## config.mk

```make
export PLATFORM = sky130hd
export DESIGN_NAME = csr_core_regs
export DESIGN_NICKNAME = d
export VERILOG_FILES = /design/src/csr_save_buf.v /design/src/csr_core_regs.v
export VERILOG_INCLUDE_DIRS = /design/src
export SDC_FILE = /design/constraint.sdc
export NUM_CORES = 1
export LEC_CHECK = 0
export ABC_AREA = 1
export BUFFER_PORTS_ARGS = -buffer_cell sky130_fd_sc_hd__buf_2
export CAP_MARGIN = 10
export CORE_AREA = 4 4 119 121
export CTS_CLUSTER_DIAMETER = 50
export DETAILED_ROUTE_END_ITERATION = 6
export DIE_AREA = 0 0 123 125
export PLACE_DENSITY = 0.73
export SLEW_MARGIN = 5
export SYNTH_ARGS = -nofsm -noshare
export SYNTH_HDL_FRONTEND = slang
export SYNTH_SLANG_ARGS = --single-unit
```

## constraint.sdc

```tcl
create_clock -name mclk -period 2.6 [get_ports mclk]
set_input_delay 0.13 -clock mclk [delete_from_list [all_inputs] [get_ports mclk]]
set_output_delay 0.13 -clock mclk [all_outputs]
set_load 0.01 [all_outputs]
```

## src/csr_consts.vh

```
// Constants for the core special register block
`ifndef CSR_CONSTS_VH
`define CSR_CONSTS_VH
`define CSR_ADDR_W        8
`define CSR_OFS_TBLHI     8'h82
`define CSR_OFS_PTRLO     8'h83
`define CSR_OFS_PTRHI     8'h84
`define CSR_OFS_FLAGS     8'h86
`define CSR_OFS_SAVEBUF   8'h87
`define CSR_OFS_PCL       8'hCE
`define CSR_OFS_PCH       8'hCF
`define CSR_OFS_ACC       8'h88
`define CSR_BIT_RST_HI    7
`define CSR_BIT_RST_LO    6
`define CSR_BIT_HI_SUP    5
`define CSR_BIT_MID_SUP   4
`define CSR_BIT_CARRY     2
`define CSR_BIT_HALF      1
`define CSR_BIT_ZERO      0
`define CSR_FLAGS_WMASK   8'hC7
`define CSR_PC_RESET      10'h000
`define CSR_RST_WDT       2'h0
`define CSR_RST_LV        2'h2
`define CSR_RST_EXT       2'h3
`define CSR_OP_NONE       4'h0
`define CSR_OP_STEP       4'h1
`define CSR_OP_GOTO       4'h2
`define CSR_OP_SKIPTEST   4'h3
`define CSR_OP_ALU        4'h4
`define CSR_OP_PCL_ADD    4'h5
`define CSR_OP_PCL_SUB    4'h6
`define CSR_OP_TABLE      4'h7
`define CSR_OP_SAVE       4'h8
`define CSR_OP_RESTORE    4'h9
`define CSR_OP_IRQ        4'hA
`define CSR_SK_BCLR       3'h0
`define CSR_SK_BSET       3'h1
`define CSR_SK_CMP        3'h2
`define CSR_SK_INC        3'h3
`define CSR_SK_DEC        3'h4
`endif

```

## src/csr_save_buf.v

```verilog
// Two-word save buffer for working value and status flags
`timescale 1ns/1ps
`include "csr_consts.vh"
module csr_save_buf #(
  parameter WIDTH = 8
) (
  input  wire             mclk,
  input  wire             rst,
  input  wire             save,
  input  wire [WIDTH-1:0] acc_in,
  input  wire [WIDTH-1:0] flags_in,
  output reg  [WIDTH-1:0] acc_out,
  output reg  [WIDTH-1:0] flags_out
);
  // Read data comes straight from the storage registers
  always @(posedge mclk or posedge rst) begin
    if (rst) begin
      acc_out   <= {WIDTH{1'b0}};
      flags_out <= {WIDTH{1'b0}};
    end else if (save) begin
      acc_out   <= acc_in;
      flags_out <= flags_in;
    end
  end
endmodule

```

## src/csr_core_regs.v

```verilog
// Core special registers: flags, program counter, pointers, table byte
`timescale 1ns/1ps
`include "csr_consts.vh"
module csr_core_regs #(
  parameter PC_W = 10,
  parameter DW   = 8
) (
  input  wire            mclk,
  input  wire            rst,
  // Register port
  input  wire [7:0]      reg_addr,
  input  wire [DW-1:0]   reg_wdata,
  input  wire            reg_wr,
  input  wire            reg_rd,
  output reg  [DW-1:0]   reg_rdata,
  // Instruction sequencing
  input  wire [3:0]      op_code,
  input  wire [PC_W-1:0] op_target,
  input  wire [2:0]      skip_kind,
  input  wire [DW-1:0]   skip_operand,
  input  wire [2:0]      skip_bit,
  input  wire [DW-1:0]   alu_result,
  input  wire            alu_carry,
  input  wire            alu_half,
  input  wire            alu_write_acc,
  input  wire [15:0]     rom_word,
  // Reset cause and supply detectors
  input  wire [1:0]      reset_cause,
  input  wire            reset_cause_load,
  input  wire            high_threshold_option,
  input  wire            mid_threshold_option,
  input  wire            high_det_low,
  input  wire            mid_det_low,
  // Observed state
  output reg  [PC_W-1:0] instruction_pointer,
  output reg  [DW-1:0]   status_flags,
  output reg  [DW-1:0]   working_value,
  output reg  [DW-1:0]   table_high_byte,
  output reg  [DW-1:0]   rom_addr_hi,
  output reg  [DW-1:0]   rom_addr_lo,
  output reg  [DW-1:0]   ram_bank,
  output reg  [DW-1:0]   ram_index,
  output reg             skip_taken
);

  // ==========================================================
  // Helpers
  // ==========================================================
  function sel_hit;
    input [7:0] a;
    input [7:0] ofs;
    begin
      sel_hit = (a == ofs);
    end
  endfunction

  reg  [PC_W-1:0] pc_q;
  reg  [PC_W-1:0] pc_d;
  reg  [DW-1:0]   flg_q;
  reg  [DW-1:0]   flg_d;
  reg  [DW-1:0]   acc_q;
  reg  [DW-1:0]   acc_d;
  reg  [DW-1:0]   tbl_q;
  reg  [DW-1:0]   tbl_d;
  reg  [DW-1:0]   ptr_lo_q;
  reg  [DW-1:0]   ptr_hi_q;
  reg             cond;
  reg  [8:0]      pcl_sum;
  wire [DW-1:0]   buf_acc;
  wire [DW-1:0]   buf_flg;
  wire            do_save;
  wire [DW-1:0]   sup_bits;

  assign do_save = (op_code == `CSR_OP_SAVE);

  csr_save_buf #(
    .WIDTH (DW)
  ) u_save (
    .mclk      (mclk),
    .rst       (rst),
    .save      (do_save),
    .acc_in    (acc_q),
    .flags_in  (flg_q),
    .acc_out   (buf_acc),
    .flags_out (buf_flg)
  );

  // ==========================================================
  // Supply flags
  // ==========================================================
  // Detector bits read zero when their option is off
  assign sup_bits = {2'b00, high_det_low & high_threshold_option,
                     mid_det_low & mid_threshold_option, 4'h0};

  // ==========================================================
  // Skip condition
  // ==========================================================
  always @* begin
    cond = 1'b0;
    case (skip_kind)
      `CSR_SK_BCLR: cond = ~skip_operand[skip_bit];
      `CSR_SK_BSET: cond = skip_operand[skip_bit];
      `CSR_SK_CMP:  cond = (acc_q == skip_operand);
      `CSR_SK_INC:  cond = (skip_operand == 8'hFF);
      `CSR_SK_DEC:  cond = (skip_operand == 8'h00);
      default:      cond = 1'b0;
    endcase
  end

  // ==========================================================
  // Next-state logic
  // ==========================================================
  always @* begin
    pc_d    = pc_q;
    flg_d   = flg_q;
    acc_d   = acc_q;
    tbl_d   = tbl_q;
    pcl_sum = {1'b0, pc_q[7:0]} + {1'b0, acc_q};
    case (op_code)
      `CSR_OP_STEP: begin
        pc_d = pc_q + 10'h001;
      end
      `CSR_OP_GOTO: begin
        pc_d = op_target;
      end
      `CSR_OP_SKIPTEST: begin
        // Only the counter moves; the skipped word changes nothing
        pc_d = cond ? pc_q + 10'h002 : pc_q + 10'h001;
      end
      `CSR_OP_ALU: begin
        pc_d = pc_q + 10'h001;
        flg_d[`CSR_BIT_CARRY] = alu_carry;
        flg_d[`CSR_BIT_HALF]  = alu_half;
        flg_d[`CSR_BIT_ZERO]  = (alu_result == 8'h00);
        if (alu_write_acc) begin
          acc_d = alu_result;
        end
      end
      `CSR_OP_PCL_ADD: begin
        pc_d = {pc_q[9:8] + {1'b0, pcl_sum[8]}, pcl_sum[7:0]};
      end
      `CSR_OP_PCL_SUB: begin
        // Page stays put: the high byte only ever follows upward carries
        pc_d = {pc_q[9:8], pc_q[7:0] - acc_q};
      end
      `CSR_OP_TABLE: begin
        pc_d  = pc_q + 10'h001;
        tbl_d = rom_word[15:8];
        acc_d = rom_word[7:0];
      end
      `CSR_OP_SAVE: begin
        pc_d = pc_q + 10'h001;
      end
      `CSR_OP_RESTORE: begin
        pc_d  = pc_q + 10'h001;
        acc_d = buf_acc;
        flg_d = (buf_flg & `CSR_FLAGS_WMASK);
      end
      `CSR_OP_IRQ: begin
        // Entry redirects only the counter; software must save state
        pc_d = op_target;
      end
      default: begin
        pc_d = pc_q;
      end
    endcase
    if (reg_wr) begin
      if (sel_hit(reg_addr, `CSR_OFS_FLAGS)) begin
        flg_d = reg_wdata & `CSR_FLAGS_WMASK;
      end else if (sel_hit(reg_addr, `CSR_OFS_PCL)) begin
        pc_d = {pc_q[9:8], reg_wdata};
      end else if (sel_hit(reg_addr, `CSR_OFS_PCH)) begin
        pc_d = {reg_wdata[1:0], pc_q[7:0]};
      end else if (sel_hit(reg_addr, `CSR_OFS_TBLHI)) begin
        tbl_d = reg_wdata;
      end
      // Working value has no register address; software cannot write it here
    end
    // Hardware cause capture wins over a software write
    if (reset_cause_load) begin
      flg_d[7:6] = reset_cause;
    end
  end

  // ==========================================================
  // State registers
  // ==========================================================
  always @(posedge mclk or posedge rst) begin
    if (rst) begin
      pc_q     <= `CSR_PC_RESET;
      flg_q    <= 8'h00;
      acc_q    <= 8'h00;
      tbl_q    <= 8'h00;
      ptr_lo_q <= 8'h00;
      ptr_hi_q <= 8'h00;
    end else begin
      pc_q  <= pc_d;
      flg_q <= flg_d;
      acc_q <= acc_d;
      tbl_q <= tbl_d;
      if (reg_wr && sel_hit(reg_addr, `CSR_OFS_PTRLO)) begin
        ptr_lo_q <= reg_wdata;
      end
      if (reg_wr && sel_hit(reg_addr, `CSR_OFS_PTRHI)) begin
        ptr_hi_q <= reg_wdata;
      end
    end
  end

  // ==========================================================
  // Register read port and registered outputs
  // ==========================================================
  always @(posedge mclk or posedge rst) begin
    if (rst) begin
      reg_rdata           <= 8'h00;
      instruction_pointer <= `CSR_PC_RESET;
      status_flags        <= 8'h00;
      working_value       <= 8'h00;
      table_high_byte     <= 8'h00;
      rom_addr_hi         <= 8'h00;
      rom_addr_lo         <= 8'h00;
      ram_bank            <= 8'h00;
      ram_index           <= 8'h00;
      skip_taken          <= 1'b0;
    end else begin
      if (reg_rd) begin
        if (sel_hit(reg_addr, `CSR_OFS_FLAGS)) begin
          reg_rdata <= (flg_q & `CSR_FLAGS_WMASK) | sup_bits;
        end else if (sel_hit(reg_addr, `CSR_OFS_PCL)) begin
          reg_rdata <= pc_q[7:0];
        end else if (sel_hit(reg_addr, `CSR_OFS_PCH)) begin
          reg_rdata <= {6'h00, pc_q[9:8]};
        end else if (sel_hit(reg_addr, `CSR_OFS_TBLHI)) begin
          reg_rdata <= tbl_q;
        end else if (sel_hit(reg_addr, `CSR_OFS_PTRLO)) begin
          reg_rdata <= ptr_lo_q;
        end else if (sel_hit(reg_addr, `CSR_OFS_PTRHI)) begin
          reg_rdata <= ptr_hi_q;
        end else begin
          // Working value and unmapped offsets read as zero
          reg_rdata <= 8'h00;
        end
      end else begin
        reg_rdata <= 8'h00;
      end
      instruction_pointer <= pc_d;
      status_flags        <= (flg_d & `CSR_FLAGS_WMASK) | sup_bits;
      working_value       <= acc_d;
      table_high_byte     <= tbl_d;
      rom_addr_hi         <= ptr_hi_q;
      rom_addr_lo         <= ptr_lo_q;
      ram_bank            <= ptr_hi_q;
      ram_index           <= ptr_lo_q;
      skip_taken          <= (op_code == `CSR_OP_SKIPTEST) && cond;
    end
  end
endmodule

```

# After elaboration in Yosys (flattened, before gate mapping)
# Cells that the tools add are included.
[word_totals]
ff_bits = 99
latchBits = 0
ram_bits = 0
romBits = 0
inputBits = 82
wordCells = 89
memories = 0
[classes]
addsub = 5
multipliers = 0
div_mod_pow = 0
n_lt_le_gt_ge = 1
eq_ne = 25
n_shift = 0
muxes = 29
bitwise_logic = 5
reduce_logical = 10
[op_table]
columns = ["operator", "n"]
rows = [
  ["$mux 8", 16],
  ["$eq 8x8->1 const B", 7],
  ["$mux 10", 5],
  ["$pmux 10 s5", 1],
  ["$pmux 8 s3", 1],
  ["$eq 4x3->1 const B", 4],
  ["$logic_not 8->1", 2],
  ["$or 8x6->8", 2],
  ["$eq 4x4->1 const B", 3],
  ["$add 10x1->10 const B", 1],
  ["$add 10x2->10 const B", 1],
  ["$add 8x8->9", 1],
  ["$eq 4x2->1 const B", 2],
  ["$eq 8x8->1", 1],
  ["$sub 8x8->8", 1],
  ["$eq 3x2->1 const B", 2],
  ["$pmux 3 s2", 1],
  ["$mux 5", 1],
  ["$pmux 1 s5", 1],
  ["$reduce_or 5->1", 1],
  ["$eq 4x1->1 const B", 1],
  ["$lt 3x4->1 const B", 1],
  ["$ne 4x4->1 const B", 1],
  ["$bmux 1 s3", 1],
  ["other kinds (14)", 17],
]

# Longest topological paths before layout
# Gate-level depths: netlist (run 1).
[depth]
ltp_word = 10
depth_mapped = 19

# By module
# From an unflattened synthesis (run 1), not the netlist that was laid out.
[hier_totals]
cells_unflattened = 830
area_unflattened_um2 = 6107.1
[by_module_without_submodules]
columns = ["module", "n_inst", "cells_each", "area_per_inst_um2"]
rows = [
  ["csr_core_regs", 1, 761, 5459.0],
  ["csr_save_buf", 1, 69, 648.1],
]

# Worst setup path after synthesis (run 1)
# Ideal clock, no wire load.
[synth_path]
kind = "reg-to-reg"
startpoint = "register pc_q[1]"
endpoint = "register pc_q[8]"
setup_ns = 0.124
arrival_ns = 2.611
slack_ns = -0.135
stages_incl_launch_ff = 19
n_path_buf = 0
path_cell_list = "dfrtp_1 inv_1 fa_1 inv_1 a21oi_1 o21ai_0 nand2_1 nand2_1 nand2_1 nand2_1 a21oi_1 o21bai_1 ha_1 nand2_1 o21ai_0 nor4_1 nand2_1 inv_1 o21bai_1"
[synth_between]
elab_chain_cells = 7
word_cells_on_any_way = 10
classes_between = "add/sub (4); mux (6)"
[synth_lines]
columns = ["item", "line_no", "rtl"]
rows = [
  ["start: declaration", "csr_core_regs.v:57", "reg [PC_W-1:0] pc_q;"],
  ["start signal: assignment", "csr_core_regs.v:190", "pc_q <= `CSR_PC_RESET;"],
  ["start signal: assignment", "csr_core_regs.v:197", "pc_q <= pc_d;"],
  ["$add 8x8->9 (tied with other cells)", "csr_core_regs.v:118", "pcl_sum = {1'b0, pc_q[7:0]} + {1'b0, acc_q};"],
  ["$add 2x1->2 / $mux 10 (equally long branches)", "csr_core_regs.v:140, csr_core_regs.v:128", ""],
  ["$pmux 10 s5 (*)", "csr_core_regs.v:119", "case (op_code)"],
  ["$mux 10", "csr_core_regs.v:172", "end else if (sel_hit(reg_addr, `CSR_OFS_PCH)) begin"],
  ["$mux 10", "csr_core_regs.v:170", "end else if (sel_hit(reg_addr, `CSR_OFS_PCL)) begin"],
  ["$mux 10", "csr_core_regs.v:168", "if (sel_hit(reg_addr, `CSR_OFS_FLAGS)) begin"],
  ["$mux 10 (*)", "csr_core_regs.v:167", "if (reg_wr) begin"],
]
# Mark *: on every way between the ends. The rest lies on a longest branch, timed or not. The select of a mux whose other input is x is not followed.
# A chain may end at the register's enable or synchronous reset.

# Final worst setup path (run 1)
[layout_path]
startpoint = "register acc_q[0]"
endpoint = "register pc_q[8]"
[layout_between]
elab_chain_cells = 8
word_cells_on_any_way = 10
classes_between = "add/sub (2); eq/ne (1); mux (7)"
[layout_lines]
columns = ["item", "line_no", "rtl"]
rows = [
  ["start: declaration", "csr_core_regs.v:61", "reg [DW-1:0] acc_q;"],
  ["start signal: assignment", "csr_core_regs.v:192", "acc_q <= 8'h00;"],
  ["start signal: assignment", "csr_core_regs.v:199", "acc_q <= acc_d;"],
  ["branches (longest 3 deep; another with $add 8x8->9)", "-", ""],
  ["$pmux 10 s5 (*)", "csr_core_regs.v:119", ""],
  ["$mux 10", "csr_core_regs.v:172", ""],
  ["$mux 10", "csr_core_regs.v:170", ""],
  ["$mux 10", "csr_core_regs.v:168", ""],
  ["$mux 10 (*)", "csr_core_regs.v:167", ""],
]
# Every way passes the cells marked *. The select of a mux whose other input is x is not followed.

==> results of run 1 <==
routing by layer:
metal	track usage	wire length [um]	vias up
met4	0.0717	500	0
met3	0.0397	1400	42
li1	-	-	2976
met5	0	0	-
met1	0.332	7900	2835
met2	0.381	8570	256
final cells by class:
| cell class | instances | area [um^2] | area share |
|---|---|---|---|
| inverter | 97 | 365 | 0.0507 |
| tap | 176 | 220 | 0.0305 |
| sequential | 87 | 2180 | 0.302 |
| clock buffer | 9 | 225 | 0.0312 |
| timing repair buffer | 196 | 1090 | 0.151 |
| multi-input combinational | 587 | 3060 | 0.425 |
| clock inverter | 6 | 75.1 | 0.0104 |
per-stage QoR:
stage / area [um^2] / TNS [ns] / cells
final: 7210 / -0.123 / 1158
after global routing: 7210 / -0.602 / 1158
after CTS: 7190 / -0.0961 / 1157
after detailed placement: 6800 / -0.211 / 1132
after global placement: 6800 / -0.0769 / 1132
after floorplan: 5820 / 0 / 810
registers in the layout, summed over array words and instances, names as in the netlist:
register / cells
acc_q: 8
flg_q: 4
pc_q: 10
ptr_hi_q: 8
ptr_lo_q: 8
ram_bank: 8
ram_index: 8
reg_rdata: 8
skip_taken: 1
status_flags: 3
tbl_q: 8
u_save.acc_out: 8
u_save.flags_out: 5
path summary, 6_finish.rpt:
kind | endpoint | slack, ns | cells after the start
max | pc_q[8]$_DFFE_PP0P_ | -0.07 | 19
min | status_flags[5]$_DFF_PP0_ | 0.02 | 3
max reg2reg | pc_q[8]$_DFFE_PP0P_ | -0.07 | 19
min reg2reg | ram_index[4]$_DFF_PP0_ | 0.40 | 0
max in group asynchronous | u_save.flags_out[7]$_DFFE_PP0P_ | 1.43 | 4
min in group asynchronous | status_flags[4]$_DFF_PP0_ | 0.45 | 3
cells by family (layout without fill, tap and decap cells):
family	after synthesis	after routing
DFF	87	87
and+or+nand+nor	396	396
AOI/OAI and AO/OA	152	152
other	1	1
muxes	2	2
adders and majority gates	20	20
buffers and inverters	136	308
xor gates and xnor gates	16	16
worst max-delay path, cell delays in order, from the launching register on:
cell	delay, ns
dfrtp_1	0.35
ha_2	0.18
inv_2	0.04
fa_2	0.34
inv_2	0.07
a21oi_2	0.05
o21ai_2	0.12
nand2_1	0.09
nand2_1	0.08
nand2_1	0.07
nand2_2	0.08
a21oi_2	0.05
o21bai_1	0.15
ha_2	0.29
nand2_1	0.06
o21ai_1	0.06
nor4_1	0.27
nand2_1	0.08
inv_1	0.06
o21bai_1	0.07
placed cells by master, fill, tap and decap left out, drive strengths merged, types with 9 or more instances in the layout:
cell type	instances
nand2	228
buf	195
inv	99
dfrtp	87
nor2	76
o21ai	69
nand3	58
a21oi	44
ha	18
a31oi	14
xor2	14
nand4	12
a41oi	11
clkbuf	9
where the power goes:
part / switching, uW / internal (uW) / total [uW]
sequential: 167 / 1550 / 1710
clock: 591 / 757 / 1350
combinational: 1330 / 914 / 2250
what timing repair did:
item,4_1_cts,5_1_grt
endpoints found under the hold margin,40,0
pin swaps,8,13
buffers inserted,9,1
hold buffers,1,0
resized for setup,5,7
endpoints found under the setup margin,2,3
==> results by group, run 1 <==
Synth
  – Synth Area in Compound Gates: 0.148
  – Largest family of logic cells by synthesized area: simple AND/OR/NAND/NOR gates
  – Top-count cell post-synth: nand2_1
  – Top cell type by total area after synthesis: dfrtp_1
  – Synth Area in Simple Gates: 0.299
  – Total number of yosys warnings: 0
  – Synth Area in XOR/XNOR: 0.0241
  – Most common flop cell mapped by yosys: dfrtp_1
  – Async set-reset flop share out of synthesis: 1.00
  – Mapped Area: 5820 um^2
  – Syn Inst Count: 810
  – Post-synth EDFFs: 0
  – Synth Net Count: 912
  – Mux contribution to synthesized area: 0.00387
  – Mean Syn Cell Area: 7.19 um^2
  – Commonest cells post-synth: nand2_1 (222), inv_1 (88), dfrtp_1 (87), nor2_1 (70), o21ai_0 (68)
  – Synth area leaders: dfrtp_1 (37%), nand2_1 (14%), o21ai_0 (5.8%)
  – Area share of the largest cell type after synthesis: 0.374
  – Sequential share of the synthesized area: 0.374
  – Synth Area in Adders: 0.0456
  – Synthesized flop and latch total: 87
  – Distinct cells, synth: 47

Hold path
  – Worst hold-check path type: in2reg
  – Worst hold start: high_threshold_option

Job
  – Max_cap viols: 0

Setup path
  – CP startpoint: acc_q[0]$_DFFE_PP0P_
  – CP max FO: 2
  – RR Startpoint: acc_q[0]$_DFFE_PP0P_
  – CP arrival: 2.91 ns
  – CP Class: reg2reg
  – Critical path data required time: 2.84 ns
  – Startpoint Class: flop
  – CP Capture Type: flop

Power
  – VDD IR-drop max: 0.309 mV
  – Total power: 5310 uW
  – Leak Pwr: 0.00384 uW
  – Pwr Density: 736 nW/um^2

Drt
  – First-pass DRT Iterations: 5
  – Routed len/inst: 15.9 um
  – Total routed wirelength: 18400 um
  – Via Count: 6109
  – Initial drt markers: 571
  – Final ANT Viol Nets: 0
  – Via-per-instance ratio: 5.28
  – Number of remaining DRC errors: 0

Layout
  – Area grow syn2layout: 23.9%
  – Share of layout cells above drive strength 1: 0.265
  – Util after Layout: 0.551
  – Net count, final: 1080
  – N_diodes: 0
  – Fillers: 1237

STA
  – Post-route clock period utilization: 1.03
  – Max-slew violation count: 0
  – Worst Max-Slew Pin Slew: 0.782 ns
  – Slew headroom: 0.479
  – Final hold vios: 0
  – Final Critical Period: 2.67 ns
  – Hold WS: 0.0159 ns
  – Fmax: 374 MHz
  – Unrepaired setup endpoints after global routing: yes
  – Layout Skew: 0.0108 ns
  – Fin worst setup slack: -0.0721 ns
  – Setup violations, final: 3

Clock network
  – Root Driver: clkbuf_16
  – Clock Sinks: 87
  – Clock buffer depth: 2
  – Clk slew on worst S/H paths: 0.07 ns
  – H-tree levels: 3
  – CTS Buf Count: 9
  – Worst skew pair latency: 0.35 ns
  – CTS tree: built

GRT
  – Pin count of the biggest net entering global routing: 45
  – First-pass GRT wire length: 29100 um
  – Vias in the first global route: 5698
  – Initial antenna violation count: 0
  – Remaining Overflow, GRT: 0
  – Total GRT Usage: 0.238

Placed design
  – DP Worst Slack: -0.110 ns
  – HPWL after DPL: 14400 um
  – IO buf count: 155
  – Placer Congestion: 0.934

Floorplan
  – Num rows: 42
  – Initial Util: 0.445
  – Die area: 15400 um^2
  – Die H: 125 um
  – Io pins: 157
  – Die W: 123 um
  – Core area: 13100 um^2

Outcome
  – Status: finished, violations left
  – Failing checks: negative setup slack
(Power assumes the default switching activity.)
==> run 2: changes to the inputs <==
--- a/config.mk
+++ b/config.mk
@@ -9,12 +9,13 @@
 export ABC_AREA = 1
 export BUFFER_PORTS_ARGS = -buffer_cell sky130_fd_sc_hd__buf_2
 export CAP_MARGIN = 10
-export CORE_AREA = 4 4 119 121
+export CORE_AREA = 4 4 117 119
 export CTS_CLUSTER_DIAMETER = 50
 export DETAILED_ROUTE_END_ITERATION = 6
-export DIE_AREA = 0 0 123 125
-export PLACE_DENSITY = 0.73
+export DIE_AREA = 0 0 121 123
+export PLACE_DENSITY = 0.78
 export SLEW_MARGIN = 5
 export SYNTH_ARGS = -nofsm -noshare
 export SYNTH_HDL_FRONTEND = slang
+export SYNTH_HIERARCHICAL = 1
 export SYNTH_SLANG_ARGS = --single-unit
==> run 2 against run 1 <==
The flow now finishes without violations; combinational power is essentially flat; wire length grew 4.8%; setup slack gained 0.21 ns; design area shrank 0.45%; sequential power is essentially flat; count of clock-buffer cells in the layout grew 2; synthesized cell count shrank 0.12%; global-route usage grew 2.5 points; highest routed layer is now met5; first-iteration DRC count shrank 28%; sequential share of layout area grew 0.14 points; register-to-register slack gained 0.21 ns; total power shrank 1.5%; largest cell class unchanged; critical path type unchanged.
==> results by group, run 2 <==
Outcome
  – Status: complete, no violations

Placed design
  – DP Area: 6820 um^2
  – Placer Congestion: 1.01
  – HPWL after DPL: 15200 um
  – IO buf count: 155

Setup path
  – CP top delay family: simple AND/OR/NAND/NOR gates
  – CP Class: reg2reg
  – Startpoint Class: flop
  – Worst path cell trace: inv_2 > ha_1 > nor2_2 > nand3_1 > o221ai_2 > nand2_1 > inv_2 > nor2_1 > o21bai_1 > ha_2 > xnor2_1 > o22ai_1 > nor3_2 > nand3_1 > a21oi_2 > nand2_1
  – WP buf/inv: 2
  – CP arrival: 2.70 ns
  – Critical path data required time: 2.84 ns
  – CP max FO: 3
  – Critical Path Max Stage Delay: 0.36 ns
  – CP Capture Type: flop
  – CP max stage cell: dfrtp_1

Drt
  – Total routed wirelength: 19300 um
  – Wl on met1: 7570 um
  – Met2 wire len: 9040 um
  – Max layer used: met5
  – Met3 WL: 1720 um
  – Routed len/inst: 16.8 um
  – Number of remaining DRC errors: 0
  – Via-per-instance ratio: 5.36
  – First-pass DRT Iterations: 5
  – Initial drt markers: 410
  – Final ANT Viol Nets: 0
  – Via Count: 6132

Layout
  – Share of layout cells above drive strength 1: 0.269
  – Reg with most FFs: pc_q
  – Final instance area: 7180 um^2
  – Commonest non-fill, non-tap cell in the layout: nand2_1
  – Max reg flops: 10
  – Register area: 2180 um^2
  – N_diodes: 0
  – Net count, final: 1069
  – Fillers: 1167
  – Commonest non-fill, non-tap cells in the layout: nand2_1 (231), buf_2 (155), dfrtp_1 (86)
  – Area grow syn2layout: 21.9%
  – Area of the multi-input gates: 3080 um^2

STA
  – Setup violations, final: 0
  – Setup_tns: 0 ns
  – Max-slew violation count: 0
  – Final Critical Period: 2.46 ns
  – Fmax: 407 MHz
  – Slew headroom: 0.464
  – Post-route clock period utilization: 0.946
  – Layout Skew: 0.00862 ns
  – Hold WS: 0.00595 ns
  – Worst Max-Slew Pin Slew: 0.797 ns
  – Final hold vios: 0

Floorplan
  – Die area: 14900 um^2
  – Initial Util: 0.469
  – Core area: 12600 um^2
  – Die H: 123 um
  – Num rows: 41
  – Die W: 121 um
  – Io pins: 157

GRT
  – Vias in the first global route: 5778
  – Pin count of the biggest net entering global routing: 33
  – First-pass GRT wire length: 30300 um
  – Initial antenna violation count: 1
  – Total GRT Usage: 0.263
  – Remaining Overflow, GRT: 0

Clock network
  – Root Driver: clkbuf_16
  – Clk slew on worst S/H paths: 0.06 ns
  – Clock Sinks: 87
  – Clock buffer depth: 2
  – H-tree levels: 3
  – CTS Buf Count: 9
  – CTS tree: built
  – Worst skew pair latency: 0.35 ns

Hold path
  – Worst hold-check path type: in2reg

Power
  – Pwr Density: 728 nW/um^2
  – Leak Pwr: 0.00382 uW
  – VDD IR-drop max: 0.465 mV

Synth
  – Syn Inst Count: 809
  – Total number of yosys warnings: 6
  – Mean Syn Cell Area: 7.28 um^2
  – Mapped Area: 5890 um^2
  – Synth Net Count: 911

Job
  – Max_cap viols: 0
==> run 2: cell types whose count changed in the layout (fill, tap and decap cells not counted), moves of 4 or more <==
cell,previous run,this run
o21ai_0,65,49
or2_2,5,0
a21oi_1,39,33
a32o_1,0,4
inv_1,85,77
buf_4,40,34
nand3_1,52,58
a31oi_1,14,18
nand2_1,221,231
a21oi_2,5,1
nor2_1,70,58
inv_2,10,19
nor3_1,4,11
nand4_1,12,7
==> run 2: worst paths after layout <==
path	depth (start not counted)	slack, ns	endpoint	from
worst max register to register	16	0.14	pc_q[9]$_DFFE_PP0P_	acc_q[4]$_DFFE_PP0P_
max in group asynchronous	4	1.38	ram_bank[0]$_DFF_PP0_	rst
worst min-delay path	3	0.006	status_flags[5]$_DFF_PP0_	high_det_low
worst max-delay path	16	0.14	pc_q[9]$_DFFE_PP0P_	acc_q[4]$_DFFE_PP0P_
min in group asynchronous	3	0.38	u_save/acc_out[5]$_DFFE_PP0P_	rst
worst min register to register	0	0.41	ram_index[5]$_DFF_PP0_	ptr_lo_q[5]$_DFFE_PP0P_
==> run 2: layout make-up <==
cell class / count / share of cell area
clock buffers: 11 / 0.0338
clock inverters: 5 / 0.00593
inverters: 98 / 0.0519
multi-input cells: 580 / 0.429
flip-flops and latches: 87 / 0.303
well taps: 172 / 0.0300
repair buffers: 191 / 0.146
==> run 2: metal layers <==
layer / GRT usage / vias to the layer above
met5: 0 / -
met4: 0.130 / 2
met3: 0.0576 / 67
met2: 0.424 / 331
met1: 0.337 / 2775
li1: - / 2957
==> run 2: power by group <==
part,internal (uW),switching [uW],total (uW)
Clock,682,555,1240
Combinational,892,1390,2280
Sequential,1550,166,1710
==> run 2: timing repair <==
item	4_1_cts	5_1_grt
hold buffers	2	0
cloned	0	0
buffers inserted	0	2
hold endpoints to repair	38	0
pin swaps	0	5
resized for setup	2	13
endpoints found under the setup margin	1	3
==> run 2: tightest hold or removal path: stages <==
cell and delay [ns]:
buf_2 0.07, nand2_1 0.04, inv_1 0.07
==> run 2: metrics by stage <==
step	cells	utilization	setup WS (ns)	power, uW
after floorplan	809	-	0.0572	3090
final	1144	0.571	0.140	5230
after detailed placement	1124	0.542	-0.0379	3900
after global routing	1144	0.571	-0.0255	5590
after global placement	1124	0.542	0.0348	3880
after CTS	1142	0.568	0.0463	5160
